[src/common/psfu_defines.svh]
// constants for the procedure stack frame unit
`ifndef PSFU_DEFINES_SVH
`define PSFU_DEFINES_SVH
`define PSFU_MARKER_WORDS     16'h0003
`define PSFU_STACK_LIMIT      16'h7FFF
`define PSFU_RP_EMPTY         3'h7
`define PSFU_LMINUS_SPAN      5'h1F
`define PSFU_RET_P_OFS        16'h0002
`define PSFU_RET_ENV_OFS      16'h0001
`define PSFU_MEM_LAT_CYC      1
`endif

[src/common/psfu_pkg.sv]
// types for the procedure stack frame unit
package psfu_pkg;
  typedef enum logic [3:0]
  {
    PSFU_ADJ  = 4'h0,
    PSFU_CALL = 4'h1,
    PSFU_EXIT = 4'h2,
    PSFU_PUSH = 4'h3,
    PSFU_POP  = 4'h4,
    PSFU_LDI  = 4'h5,
    PSFU_LOAD_ADDRESS_OP = 4'h6,
    PSFU_MREF = 4'h7
  } psfu_op_e;

  typedef enum logic [1:0]
  {
    PSFU_M_LPLUS  = 2'h0,
    PSFU_M_LMINUS = 2'h1,
    PSFU_M_GLOBAL = 2'h2
  } psfu_mode_e;

  typedef struct packed
  {
    psfu_op_e   op;
    psfu_mode_e mode;
    logic       indirect;
    logic       indexed;
    logic [15:0] operand;
    logic [15:0] index;
    logic [2:0]  count;
    logic [15:0] target;
  } psfu_cmd_s;

  typedef struct packed
  {
    logic        req;
    logic        we;
    logic [15:0] addr;
    logic [15:0] wdata;
  } psfu_mem_s;
endpackage

[src/psfu_frame_unit.sv]
// procedure stack frame unit: local base and stack top pointer logic
//
// Overview of operation
// RULE1: call writes three-word marker starting just above stack top.
// RULE2: after marker, local base and stack top both point at marker word three.
// RULE3: return restores caller base; stack top becomes base minus decrement.
// RULE4: stack adjust stack_adjust_op immediate to stack top; octal 40 gives 32 words.
// RULE5: push stores register entries above stack top, stack_adjust_op word count.
// RULE6: pop reloads register entries from stack top, subtracts word count.
// RULE7: allocating locals changes only stack top, never local base.
// RULE8: local-plus addresses are positive offsets from base, direct, pointer or indexed.
// RULE9: local-minus reaches base down to 31 below; 29 parameter words.
// RULE10: indirect bit 0 uses word as operand, 1 as pointer; indexing allowed.
// RULE11: load address places global-relative operand address on register top; code forms local-plus or local-minus addresses by mode too.
// RULE12: load immediate places immediate on register top.
// RULE13: loader sets globals and both pointers above global area first.
// RULE14: return value stays on register top across return.
// RULE15: call with new stack top above 32767 traps and aborts.
// RULE16: call ends with register stack pointer set to seven.
// RULE17: return loads program counter from base-2, base from base word.
// RULE18: 16-bit pointer arithmetic; update done before next command taken.
// RULE19: marker holds return counter, environment word, caller base in order.
`timescale 1ns/100ps
`include "psfu_defines.svh"
module psfu_frame_unit (
  // clock and reset
  input  wire logic                clock,
  input  wire logic                rst,
  // command
  input  wire logic                cmd_valid,
  output logic                     cmd_ready,
  input  wire psfu_pkg::psfu_cmd_s cmd,
  // processor state feed
  input  wire logic [15:0]         pc_in,
  input  wire logic [15:0]         env_in,
  input  wire logic                init_load,
  input  wire logic [15:0]         init_base,
  // memory
  output psfu_pkg::psfu_mem_s      mem,
  input  wire logic [15:0]         mem_rdata,
  // results
  output logic [15:0]              local_base,
  output logic [15:0]              stack_top,
  output logic [15:0]              pc_out,
  output logic                     pc_load,
  output logic [15:0]              env_out,
  output logic                     env_load,
  output logic [15:0]              operand_out,
  output logic                     operand_valid,
  output logic                     overflow_trap,
  output logic [2:0]               register_stack_pointer,
  output logic [127:0]             register_stack
);
  typedef enum logic [5:0]
  {
    S_IDLE = 6'b000001,
    S_MARK = 6'b000010,
    S_XFER = 6'b000100,
    S_EXIT = 6'b001000,
    S_PTR  = 6'b010000,
    S_DONE = 6'b100000
  } psfu_st_e;

  psfu_st_e st_r;
  psfu_pkg::psfu_cmd_s cmd_r;
  logic [15:0] l_r;
  logic [15:0] s_r;
  logic [2:0]  cnt_r;
  logic [15:0] ptr_r;
  logic [15:0] pc_r;
  logic        pc_ld_r;
  logic [15:0] env_r;
  logic        env_ld_r;
  logic [15:0] opnd_r;
  logic        opnd_v_r;
  logic        trap_r;
  psfu_pkg::psfu_mem_s mem_r;
  logic        rs_we;
  logic [2:0]  rs_idx;
  logic [15:0] rs_data;
  logic        rp_ld;
  logic [2:0]  rp_val;
  logic [2:0]  rp;
  logic [127:0] rs_ent;
  logic [15:0] ea;
  logic [15:0] s_call;
  logic        xfer_last;

  psfu_regstack #(.DEPTH(8)) u_rs (
    .clock    (clock),
    .rst      (rst),
    .wr_en    (rs_we),
    .wr_idx   (rs_idx),
    .wr_data  (rs_data),
    .rp_load  (rp_ld),
    .rp_value (rp_val),
    .rp       (rp),
    .entries  (rs_ent)
  );

  assign cmd_ready = (st_r == S_IDLE); // RULE18
  assign s_call = s_r + `PSFU_MARKER_WORDS; // RULE2
  // pop needs one extra cycle: read data lands a cycle after its request
  assign xfer_last = (cmd_r.op == psfu_pkg::PSFU_PUSH) ? (cnt_r == cmd_r.count - 3'h1)
                                                       : (cnt_r == cmd_r.count); // RULE6

  // ****************************************
  // effective address
  // ****************************************
  always_comb
  begin
    unique case (cmd_r.mode)
      psfu_pkg::PSFU_M_LPLUS:  ea = l_r + cmd_r.operand; // RULE8
      psfu_pkg::PSFU_M_LMINUS: ea = l_r - {11'h000, cmd_r.operand[4:0]}; // RULE9
      default:                 ea = cmd_r.operand; // RULE11
    endcase
  end

  // ****************************************
  // sequencer and pointers
  // ****************************************
  always_ff @(posedge clock)
  begin
    if (rst)
    begin
      st_r <= S_IDLE;
      cmd_r <= '0;
      l_r <= 16'h0000;
      s_r <= 16'h0000;
      cnt_r <= 3'h0;
      ptr_r <= 16'h0000;
    end
    else
    begin
      unique case (st_r)
        S_IDLE:
        begin
          if (init_load)
          begin
            l_r <= init_base; // RULE13
            s_r <= init_base;
          end
          else if (cmd_valid)
          begin
            cmd_r <= cmd;
            cnt_r <= 3'h0;
            unique case (cmd.op)
              psfu_pkg::PSFU_ADJ:  s_r <= s_r + cmd.operand; // RULE4 RULE7
              psfu_pkg::PSFU_CALL: st_r <= S_MARK;
              psfu_pkg::PSFU_EXIT: st_r <= S_EXIT;
              psfu_pkg::PSFU_PUSH, psfu_pkg::PSFU_POP:
                st_r <= (cmd.count == 3'h0) ? S_IDLE : S_XFER;
              psfu_pkg::PSFU_MREF: st_r <= S_PTR;
              default:             st_r <= S_IDLE;
            endcase
          end
        end
        S_MARK:
        begin
          cnt_r <= cnt_r + 3'h1;
          if (cnt_r == 3'h2)
          begin
            st_r <= S_IDLE;
            if (s_call <= `PSFU_STACK_LIMIT) // RULE15
            begin
              l_r <= s_call; // RULE2
              s_r <= s_call;
            end
          end
        end
        S_XFER:
        begin
          cnt_r <= cnt_r + 3'h1;
          if (xfer_last)
          begin
            st_r <= S_IDLE;
            if (cmd_r.op == psfu_pkg::PSFU_PUSH)
              s_r <= s_r + {13'h0000, cmd_r.count}; // RULE5
            else
              s_r <= s_r - {13'h0000, cmd_r.count}; // RULE6
          end
        end
        S_EXIT:
        begin
          cnt_r <= cnt_r + 3'h1;
          if (cnt_r == 3'h0)
            s_r <= l_r - cmd_r.operand; // RULE3
          if (cnt_r == 3'h3)
          begin
            l_r <= mem_rdata; // RULE17
            st_r <= S_IDLE;
          end
        end
        S_PTR:
        begin
          cnt_r <= cnt_r + 3'h1;
          if (cnt_r == 3'h1)
          begin
            ptr_r <= mem_rdata;
            st_r <= cmd_r.indirect ? S_DONE : S_IDLE; // RULE10
          end
        end
        S_DONE:
        begin
          cnt_r <= cnt_r + 3'h1;
          if (cnt_r == 3'h3)
            st_r <= S_IDLE;
        end
        default: st_r <= S_IDLE;
      endcase
    end
  end

  // ****************************************
  // memory requests
  // ****************************************
  always_ff @(posedge clock)
  begin
    if (rst)
      mem_r <= '0;
    else
    begin
      mem_r <= '0;
      unique case (st_r)
        S_MARK:
        begin
          mem_r.req <= 1'b1;
          mem_r.we <= 1'b1;
          mem_r.addr <= s_r + {13'h0000, cnt_r} + 16'h0001; // RULE1
          unique case (cnt_r)
            3'h0:    mem_r.wdata <= pc_in; // RULE19
            3'h1:    mem_r.wdata <= env_in;
            default: mem_r.wdata <= l_r;
          endcase
        end
        S_XFER:
        begin
          mem_r.req <= (cmd_r.op == psfu_pkg::PSFU_PUSH) || !xfer_last;
          mem_r.we <= (cmd_r.op == psfu_pkg::PSFU_PUSH);
          if (cmd_r.op == psfu_pkg::PSFU_PUSH)
          begin
            mem_r.addr <= s_r + {13'h0000, cnt_r} + 16'h0001; // RULE5
            mem_r.wdata <= rs_ent[cnt_r*16 +: 16];
          end
          else
            mem_r.addr <= s_r - {13'h0000, cnt_r}; // RULE6
        end
        S_EXIT:
          if (cnt_r < 3'h3)
          begin
            mem_r.req <= 1'b1;
            unique case (cnt_r)
              3'h0:    mem_r.addr <= l_r - `PSFU_RET_P_OFS; // RULE17
              3'h1:    mem_r.addr <= l_r - `PSFU_RET_ENV_OFS;
              default: mem_r.addr <= l_r;
            endcase
          end
        S_PTR:
          if (cnt_r == 3'h0)
          begin
            mem_r.req <= 1'b1;
            mem_r.addr <= ea + (cmd_r.indexed && !cmd_r.indirect ? cmd_r.index : 16'h0000);
          end
        S_DONE:
          if (cnt_r == 3'h2)
          begin
            mem_r.req <= 1'b1;
            mem_r.addr <= ptr_r + (cmd_r.indexed ? cmd_r.index : 16'h0000); // RULE10
          end
        default: mem_r <= '0;
      endcase
    end
  end

  // ****************************************
  // results and register stack writes
  // ****************************************
  always_ff @(posedge clock)
  begin
    if (rst)
    begin
      pc_r <= 16'h0000;
      pc_ld_r <= 1'b0;
      env_r <= 16'h0000;
      env_ld_r <= 1'b0;
      opnd_r <= 16'h0000;
      opnd_v_r <= 1'b0;
      trap_r <= 1'b0;
    end
    else
    begin
      pc_ld_r <= 1'b0;
      env_ld_r <= 1'b0;
      opnd_v_r <= 1'b0;
      trap_r <= 1'b0;
      if (st_r == S_MARK && cnt_r == 3'h2)
      begin
        trap_r <= (s_call > `PSFU_STACK_LIMIT); // RULE15
        pc_r <= cmd_r.target;
        pc_ld_r <= (s_call <= `PSFU_STACK_LIMIT);
      end
      if (st_r == S_EXIT && cnt_r == 3'h1)
      begin
        pc_r <= mem_rdata; // RULE17
        pc_ld_r <= 1'b1;
      end
      if (st_r == S_EXIT && cnt_r == 3'h2)
      begin
        env_r <= mem_rdata;
        env_ld_r <= 1'b1;
      end
      if ((st_r == S_PTR && cnt_r == 3'h1 && !cmd_r.indirect) ||
          (st_r == S_DONE && cnt_r == 3'h3))
      begin
        opnd_r <= mem_rdata; // RULE10
        opnd_v_r <= 1'b1;
      end
    end
  end

  always_comb
  begin
    rs_we = 1'b0;
    rs_idx = rp + 3'h1;
    rs_data = cmd.operand;
    rp_ld = 1'b0;
    rp_val = rp + 3'h1;
    if (st_r == S_IDLE && !init_load && cmd_valid)
    begin
      if (cmd.op == psfu_pkg::PSFU_LDI)
      begin
        rs_we = 1'b1; // RULE12
        rp_ld = 1'b1;
      end
      else if (cmd.op == psfu_pkg::PSFU_LOAD_ADDRESS_OP)
      begin
        rs_we = 1'b1; // RULE11
        rp_ld = 1'b1;
        unique case (cmd.mode)
          psfu_pkg::PSFU_M_LPLUS:  rs_data = l_r + cmd.operand;
          psfu_pkg::PSFU_M_LMINUS: rs_data = l_r - {11'h000, cmd.operand[4:0]};
          default:                 rs_data = cmd.operand;
        endcase
      end
    end
    else if (st_r == S_XFER && cmd_r.op == psfu_pkg::PSFU_POP && cnt_r != 3'h0)
    begin
      rs_we = 1'b1; // RULE6
      rs_idx = cmd_r.count - cnt_r;
      rs_data = mem_rdata;
    end
    if (st_r == S_XFER && xfer_last)
    begin
      rp_ld = 1'b1;
      rp_val = (cmd_r.op == psfu_pkg::PSFU_PUSH) ? `PSFU_RP_EMPTY : cmd_r.count - 3'h1;
    end
    if (st_r == S_MARK && cnt_r == 3'h2 && s_call <= `PSFU_STACK_LIMIT)
    begin
      rp_ld = 1'b1; // RULE16
      rp_val = `PSFU_RP_EMPTY;
    end
  end

  assign mem = mem_r;
  assign local_base = l_r;
  assign stack_top = s_r;
  assign pc_out = pc_r;
  assign pc_load = pc_ld_r;
  assign env_out = env_r;
  assign env_load = env_ld_r;
  assign operand_out = opnd_r;
  assign operand_valid = opnd_v_r;
  assign overflow_trap = trap_r;
  assign register_stack_pointer = rp; // RULE14
  assign register_stack = rs_ent;

  // ****************************************
  // checks
  // ****************************************
  a_adjust_stack_adjust_op: assert property (@(posedge clock) disable iff (rst) // RULE4
    st_r == S_IDLE && cmd_valid && !init_load && cmd.op == psfu_pkg::PSFU_ADJ
    |=> s_r == $past(s_r) + $past(cmd.operand) && l_r == $past(l_r))
    else $error("stack adjust result wrong");
  a_call_ptrs: assert property (@(posedge clock) disable iff (rst) // RULE2
    st_r == S_MARK && cnt_r == 3'h2 && s_call <= 16'h7FFF
    |=> l_r == $past(s_call) && s_r == $past(s_call) && rp == 3'h7)
    else $error("call pointers wrong");
  a_call_trap: assert property (@(posedge clock) disable iff (rst) // RULE15
    st_r == S_MARK && cnt_r == 3'h2 && s_call > 16'h7FFF
    |=> overflow_trap && $stable(l_r) && !pc_load)
    else $error("overflow not trapped");
  a_exit_top: assert property (@(posedge clock) disable iff (rst) // RULE3
    st_r == S_EXIT && cnt_r == 3'h0 |=> s_r == $past(l_r) - cmd_r.operand)
    else $error("exit stack top wrong");
  a_exit_pcaddr: assert property (@(posedge clock) disable iff (rst) // RULE17
    st_r == S_EXIT && cnt_r == 3'h0 |=> mem.req && mem.addr == l_r - 16'h0002)
    else $error("return counter address wrong");
  a_marker_first: assert property (@(posedge clock) disable iff (rst) // RULE1
    st_r == S_MARK && cnt_r == 3'h0 |=> mem.we && mem.addr == s_r + 16'h0001
    && mem.wdata == $past(pc_in))
    else $error("marker write wrong");
  a_push_count: assert property (@(posedge clock) disable iff (rst) // RULE5
    st_r == S_XFER && cmd_r.op == psfu_pkg::PSFU_PUSH && cnt_r == cmd_r.count - 3'h1
    |=> s_r == $past(s_r) + {13'h0000, $past(cmd_r.count)})
    else $error("push count wrong");
  a_pop_count: assert property (@(posedge clock) disable iff (rst) // RULE6
    st_r == S_XFER && cmd_r.op == psfu_pkg::PSFU_POP && cnt_r == cmd_r.count
    |=> s_r == $past(s_r) - {13'h0000, $past(cmd_r.count)})
    else $error("pop count wrong");
  a_ldi_top: assert property (@(posedge clock) disable iff (rst) // RULE12
    st_r == S_IDLE && cmd_valid && !init_load && cmd.op == psfu_pkg::PSFU_LDI
    |=> rs_ent[rp*16 +: 16] == $past(cmd.operand))
    else $error("immediate not on top");
endmodule

[src/psfu_regstack.sv]
// register stack with pointer, written by the frame unit
`timescale 1ns/100ps
`include "psfu_defines.svh"
module psfu_regstack #(
  parameter int DEPTH = 8
)(
  // clock and reset
  input  wire logic        clock,
  input  wire logic        rst,
  // write port
  input  wire logic        wr_en,
  input  wire logic [2:0]  wr_idx,
  input  wire logic [15:0] wr_data,
  // pointer control
  input  wire logic        rp_load,
  input  wire logic [2:0]  rp_value,
  // state
  output logic      [2:0]  rp,
  output logic      [DEPTH*16-1:0] entries
);
  generate
    if (DEPTH != 8)
    begin : g_depth_chk
      $error("register stack depth must be 8");
    end
  endgenerate

  logic [2:0] rp_r;
  logic [15:0] ent_r [DEPTH];

  always_ff @(posedge clock)
  begin
    if (rst)
      rp_r <= `PSFU_RP_EMPTY;
    else if (rp_load)
      rp_r <= rp_value;
  end

  genvar gi;
  generate
    for (gi = 0; gi < DEPTH; gi++)
    begin : g_ent
      always_ff @(posedge clock)
      begin
        if (rst)
          ent_r[gi] <= 16'h0000;
        else if (wr_en && wr_idx == 3'(gi))
          ent_r[gi] <= wr_data;
      end
      assign entries[gi*16 +: 16] = ent_r[gi];
    end
  endgenerate

  assign rp = rp_r;
endmodule
[config.mk]
export PLATFORM = sky130hd
export DESIGN_NAME = psfu_frame_unit
export DESIGN_NICKNAME = d
export VERILOG_FILES = /design/src/common/psfu_pkg.sv /design/src/psfu_frame_unit.sv /design/src/psfu_regstack.sv
export VERILOG_INCLUDE_DIRS = /design/src /design/src/common
export SDC_FILE = /design/constraint.sdc
export NUM_CORES = 1
export LEC_CHECK = 0
export ABC_CLOCK_PERIOD_IN_PS = 8400
export BUFFER_PORTS_ARGS = -buffer_cell sky130_fd_sc_hd__buf_2
export CAP_MARGIN = 10
export CORE_ASPECT_RATIO = 0.5
export CORE_MARGIN = 2
export CORE_UTILIZATION = 25
export CTS_CLUSTER_DIAMETER = 60
export DETAILED_ROUTE_END_ITERATION = 10
export HOLD_SLACK_MARGIN = 0.12
export PLACE_DENSITY = 0.53
export RECOVER_POWER = 100
export SYNTH_ARGS = -nofsm -noshare
export SYNTH_HDL_FRONTEND = slang
export SYNTH_HIERARCHICAL = 1
export SYNTH_SLANG_ARGS = --single-unit
[constraint.sdc]
create_clock -name clock -period 8.4 [get_ports clock]
set_input_delay 1.26 -clock clock [delete_from_list [all_inputs] [get_ports clock]]
set_output_delay 1.26 -clock clock [all_outputs]
set_load 0.005 [all_outputs]
==> run_results.csv <==
group,metric,value,unit
grt,grt.total_usage,20.6,%
synthesis,yosys-top-cells-area,"sky130_fd_sc_hd__dfxtp_1, sky130_fd_sc_hd__edfxtp_1, sky130_fd_sc_hd__ha_1",
cts,ctsHtreeMaxLevel,2,
cts,resize_count_post_cts,0,
worst_setup_path,r2r-end,"u_rs/ent_r[0][55]",
cts,cts_made_buffers,41,
sta,maxClockFrequency,0.150,GHz
worst_setup_path,critical_path_class,"in -> reg",
cts,post-cts-setup-buffer-count,0,
detailed_routing,postRouteAntennaNets,0,
synthesis,synthFlopType,"sky130_fd_sc_hd__dfxtp_1",
worst_setup_path,critical_path_depth,10,
sta,fin_setup_tns,0,ns
worst_setup_path,worstPathCellList,"clkbuf_1 -> nor2b_1 -> nand2_1 -> clkbuf_1 -> or3_1 -> nand2_1 -> nand3_1 -> buf_4 -> o21bai_1 -> clkbuf_1",
placed_design,routability_driven_placement_congestion_ratio,0.942,
synthesis,synth.most_common_cell,"sky130_fd_sc_hd__nand2_1",
detailed_routing,routed_wirelength,97300,um
grt,via_count_of_the_first_global_routing_pass,20400,
die,boundaryPins,377,
synthesis,synth_seq_cells,333,
grt,antenna_found_initial,3,
synthesis,seq_area_frac_synth,36.1,%
cts,cts.path.max_buffers,3,
worst_setup_path,launch_instance_of_the_worst_register_to_register_path,"cnt_r[0]",
worst_setup_path,crit_buf_inv,4,
placed_design,hpwlAfterDp,72300,um
cts,ctsHoldBuffers,0,
cts,clock_tree.root_cell,"sky130_fd_sc_hd__clkbuf_16",
placed_design,placement.io_buffers,376,
sta,fin_skew,0.0337,ns
sta,report.final.slew_viol_count,221,
worst_setup_path,endpoint,"u_rs/ent_r[1][60]",
worst_setup_path,worstPathRequired,8.60,ns
die,core_area,86600,um2
synthesis,synth-edff-count,128,
detailed_routing,detail_route.iter0.violations,2064,
worst_setup_path,cp.arrival,6.88,ns
worst_setup_path,timing.reg2reg.worst_path_depth,6,
synthesis,postSynthCellCount,2596,
die,vertical_die_dimension,214,um
worst_setup_path,crit_family,"buffers and inverters",
grt,grt_pass1_wl,139000,um
cts,cts.sink_count,333,
sta,setup_viol_count_final,0,
worst_setup_path,critical_path.endpoint_type,"register",
status,violations,"max-capacitance violations, max-slew violations",
sta,slew-limit-headroom,-150,%
synthesis,avgSynthCellArea,8.47,um2
die,start_util,25.4,%
worst_setup_path,timing.critical_path.mode_cell,"sky130_fd_sc_hd__clkbuf_1",
cells_and_area,post_route_cells_drive_above_1_share,11.6,%
cts,tritoncts,"built",
detailed_routing,drt-wirelength-per-cell,23.7,um
worst_setup_path,nature_of_the_critical_path_startpoint,"input port",
worst_setup_path,cpPeakStageDelay,2.04,ns
sta,final_critical_period,6.68,ns
synthesis,synth-async-reset-ratio,0,%
synthesis,syn_area,22000,um2
detailed_routing,drc,0,
synthesis,postSynthNetCount,2860,
cts,clk_pin_slew_worst_setup_hold_paths,0.06,ns
worst_setup_path,critPathMaxFanout,48,
pwr,p_per_area,192,nW/um2
sta,timing_worst_slew_pin_value,3.75,ns
detailed_routing,tritonroute_pass_1_iters,6,
grt,grt_start_max_net_pins,95,
cells_and_area,finalCoreUtilization,30.2,%
sta,finalHoldViolCount,0,
synthesis,synth_commonest_cells,"sky130_fd_sc_hd__nand2_1, sky130_fd_sc_hd__nor2_1, sky130_fd_sc_hd__a21oi_1",
sta,finalCritPeriodShare,79.5,%
cells_and_area,nets,3167,
grt,remaining_global_route_overflow,0,
worst_setup_path,regToRegSetupSlack,1.80,ns
synthesis,synth-warning-count,6,
cells_and_area,area_delta_synth_final,18.9,%
job,max_cap_viol_count,5,
synthesis,synth_cell_type_count,81,
synthesis,synth_top_area_share,18.7,%
worst_hold_path,hold_path_class,"reg -> reg",
pwr,ir_drop,0.106,mV
worst_setup_path,critical_path.slowest_cell,"sky130_fd_sc_hd__clkbuf_1",
status,status,"complete, but fails checks",
die,die_w,423,um
die,die_footprint,90500,um2
synthesis,library_cell_with_the_largest_summed_area_after_synthesis,"sky130_fd_sc_hd__dfxtp_1",
worst_setup_path,worstSetupStartpoint,"init_load",
pwr,leakage,9.73,nW
die,std_cell_rows,76,
detailed_routing,via_per_inst,5.26,
detailed_routing,via_count,21600,
cts,clkLatencyLatePin,0.59,ns
sta,rsz0062_at_grt,"false",
[logic make-up (layout without fill, tap and decap cells)]
kind of cell               Yosys count  in the layout  synth area share [%]
xor gates and xnor gates           132            132                  5.32
AOI/OAI and AO/OA                  684            684                  20.2
muxes                               72             72                  5.11
DFF                                333            333                  36.1
adders and majority gates          137            137                  8.14
buffers and inverters              227            566                  4.14
other                                0              4                     0
and+or+nand+nor                   1011           1011                  20.9
[routing by layer]
metal	vias up	GRT usage (%)	routed length, um
met1	10600	26.2	40300
met2	782	34.6	46100
met4	0	9.83	4810
met5	-	0	0
li1	10000	-	-
met3	220	3.13	6170
[cell usage in the layout (no fill, tap or decap), types with 42 or more instances in the layout]
master | netlist | final
sky130_fd_sc_hd__clkbuf_1 | 125 | 231
sky130_fd_sc_hd__xnor2_1 | 73 | 73
sky130_fd_sc_hd__nor3_1 | 47 | 47
sky130_fd_sc_hd__nor2_1 | 355 | 354
sky130_fd_sc_hd__a21oi_1 | 235 | 235
sky130_fd_sc_hd__nand2_1 | 357 | 357
sky130_fd_sc_hd__a211oi_1 | 42 | 42
sky130_fd_sc_hd__buf_2 | 24 | 171
sky130_fd_sc_hd__inv_1 | 64 | 64
sky130_fd_sc_hd__xor2_1 | 58 | 58
sky130_fd_sc_hd__o21ai_0 | 104 | 103
sky130_fd_sc_hd__ha_1 | 127 | 127
sky130_fd_sc_hd__edfxtp_1 | 128 | 128
sky130_fd_sc_hd__clkbuf_16 | 0 | 42
sky130_fd_sc_hd__a221oi_1 | 51 | 51
sky130_fd_sc_hd__dfxtp_1 | 205 | 204
[worst min path at each step]
| stage | from | to | slack, ns | depth (start not counted) |
|---|---|---|---|---|
| 2_1_floorplan | cmd_r[0] | cmd_r[0] | 0.44 | 2 |
| 3_3_place_gp | env_out[2] | env_out[2] | 0.44 | 2 |
| 3_5_place_dp | cmd_r[12] | cmd_r[12] | 0.45 | 2 |
| 4_1_cts | cmd_r[12] | cmd_r[12] | 0.46 | 2 |
| 6_report | cmd_r[14] | cmd_r[14] | 0.46 | 2 |
| 5_1_grt | cmd_r[12] | cmd_r[12] | 0.47 | 2 |
[where the power goes]
part	total (mW)	internal, mW	switching [mW]
clock	1.87	1.07	0.799
sequential	1.83	1.73	0.0937
combinational	1.31	0.497	0.815
total	5.01	3.30	1.71
[sequential cells by signal (all words and copies together) (netlist names)]
register and count:
u_rs/ent_r 128, pc_load 1, st_r 6, env_load 1
operand_valid 1, u_rs/rp 3, operand_out 16, cnt_r 3
ptr_r 16, stack_top 16, env_out 16, local_base 16
mem 34, overflow_trap 1, cmd_r 59, pc_out 16
[worst min-delay path, stage by stage, from the launching register on]
cell,delay [ns]
sky130_fd_sc_hd__dfxtp_1,0.31
sky130_fd_sc_hd__nand2_1,0.05
sky130_fd_sc_hd__a21oi_1,0.05
[per-stage QoR]
step / hold slack [ns] / instances / power, mW / cell area [um2] / setup WS [ns]
6_report: 0.456 / 4109 / 5.01 / 26100 / 1.72
5_1_grt: 0.470 / 4108 / 5.23 / 26100 / 1.35
4_1_cts: 0.455 / 4104 / 5.04 / 26500 / 3.07
3_5_place_dp: 0.447 / 4029 / 3.16 / 25100 / 2.77
3_3_place_gp: 0.443 / 4029 / 3.16 / 25100 / 2.75
2_1_floorplan: 0.437 / 2596 / 2.69 / 22000 / 3.27
[area by class of cell]
class | instances | area, um2
inverter | 64 | 240
fill | 9386 | 60500
clock buffer | 47 | 1080
multi-input combinational | 2036 | 13100
tap | 1170 | 1460
clock inverter | 28 | 315
sequential | 333 | 7950
antenna | 4 | 10.0
timing repair buffer | 427 | 1940
Power figures use the tool's default switching activity.
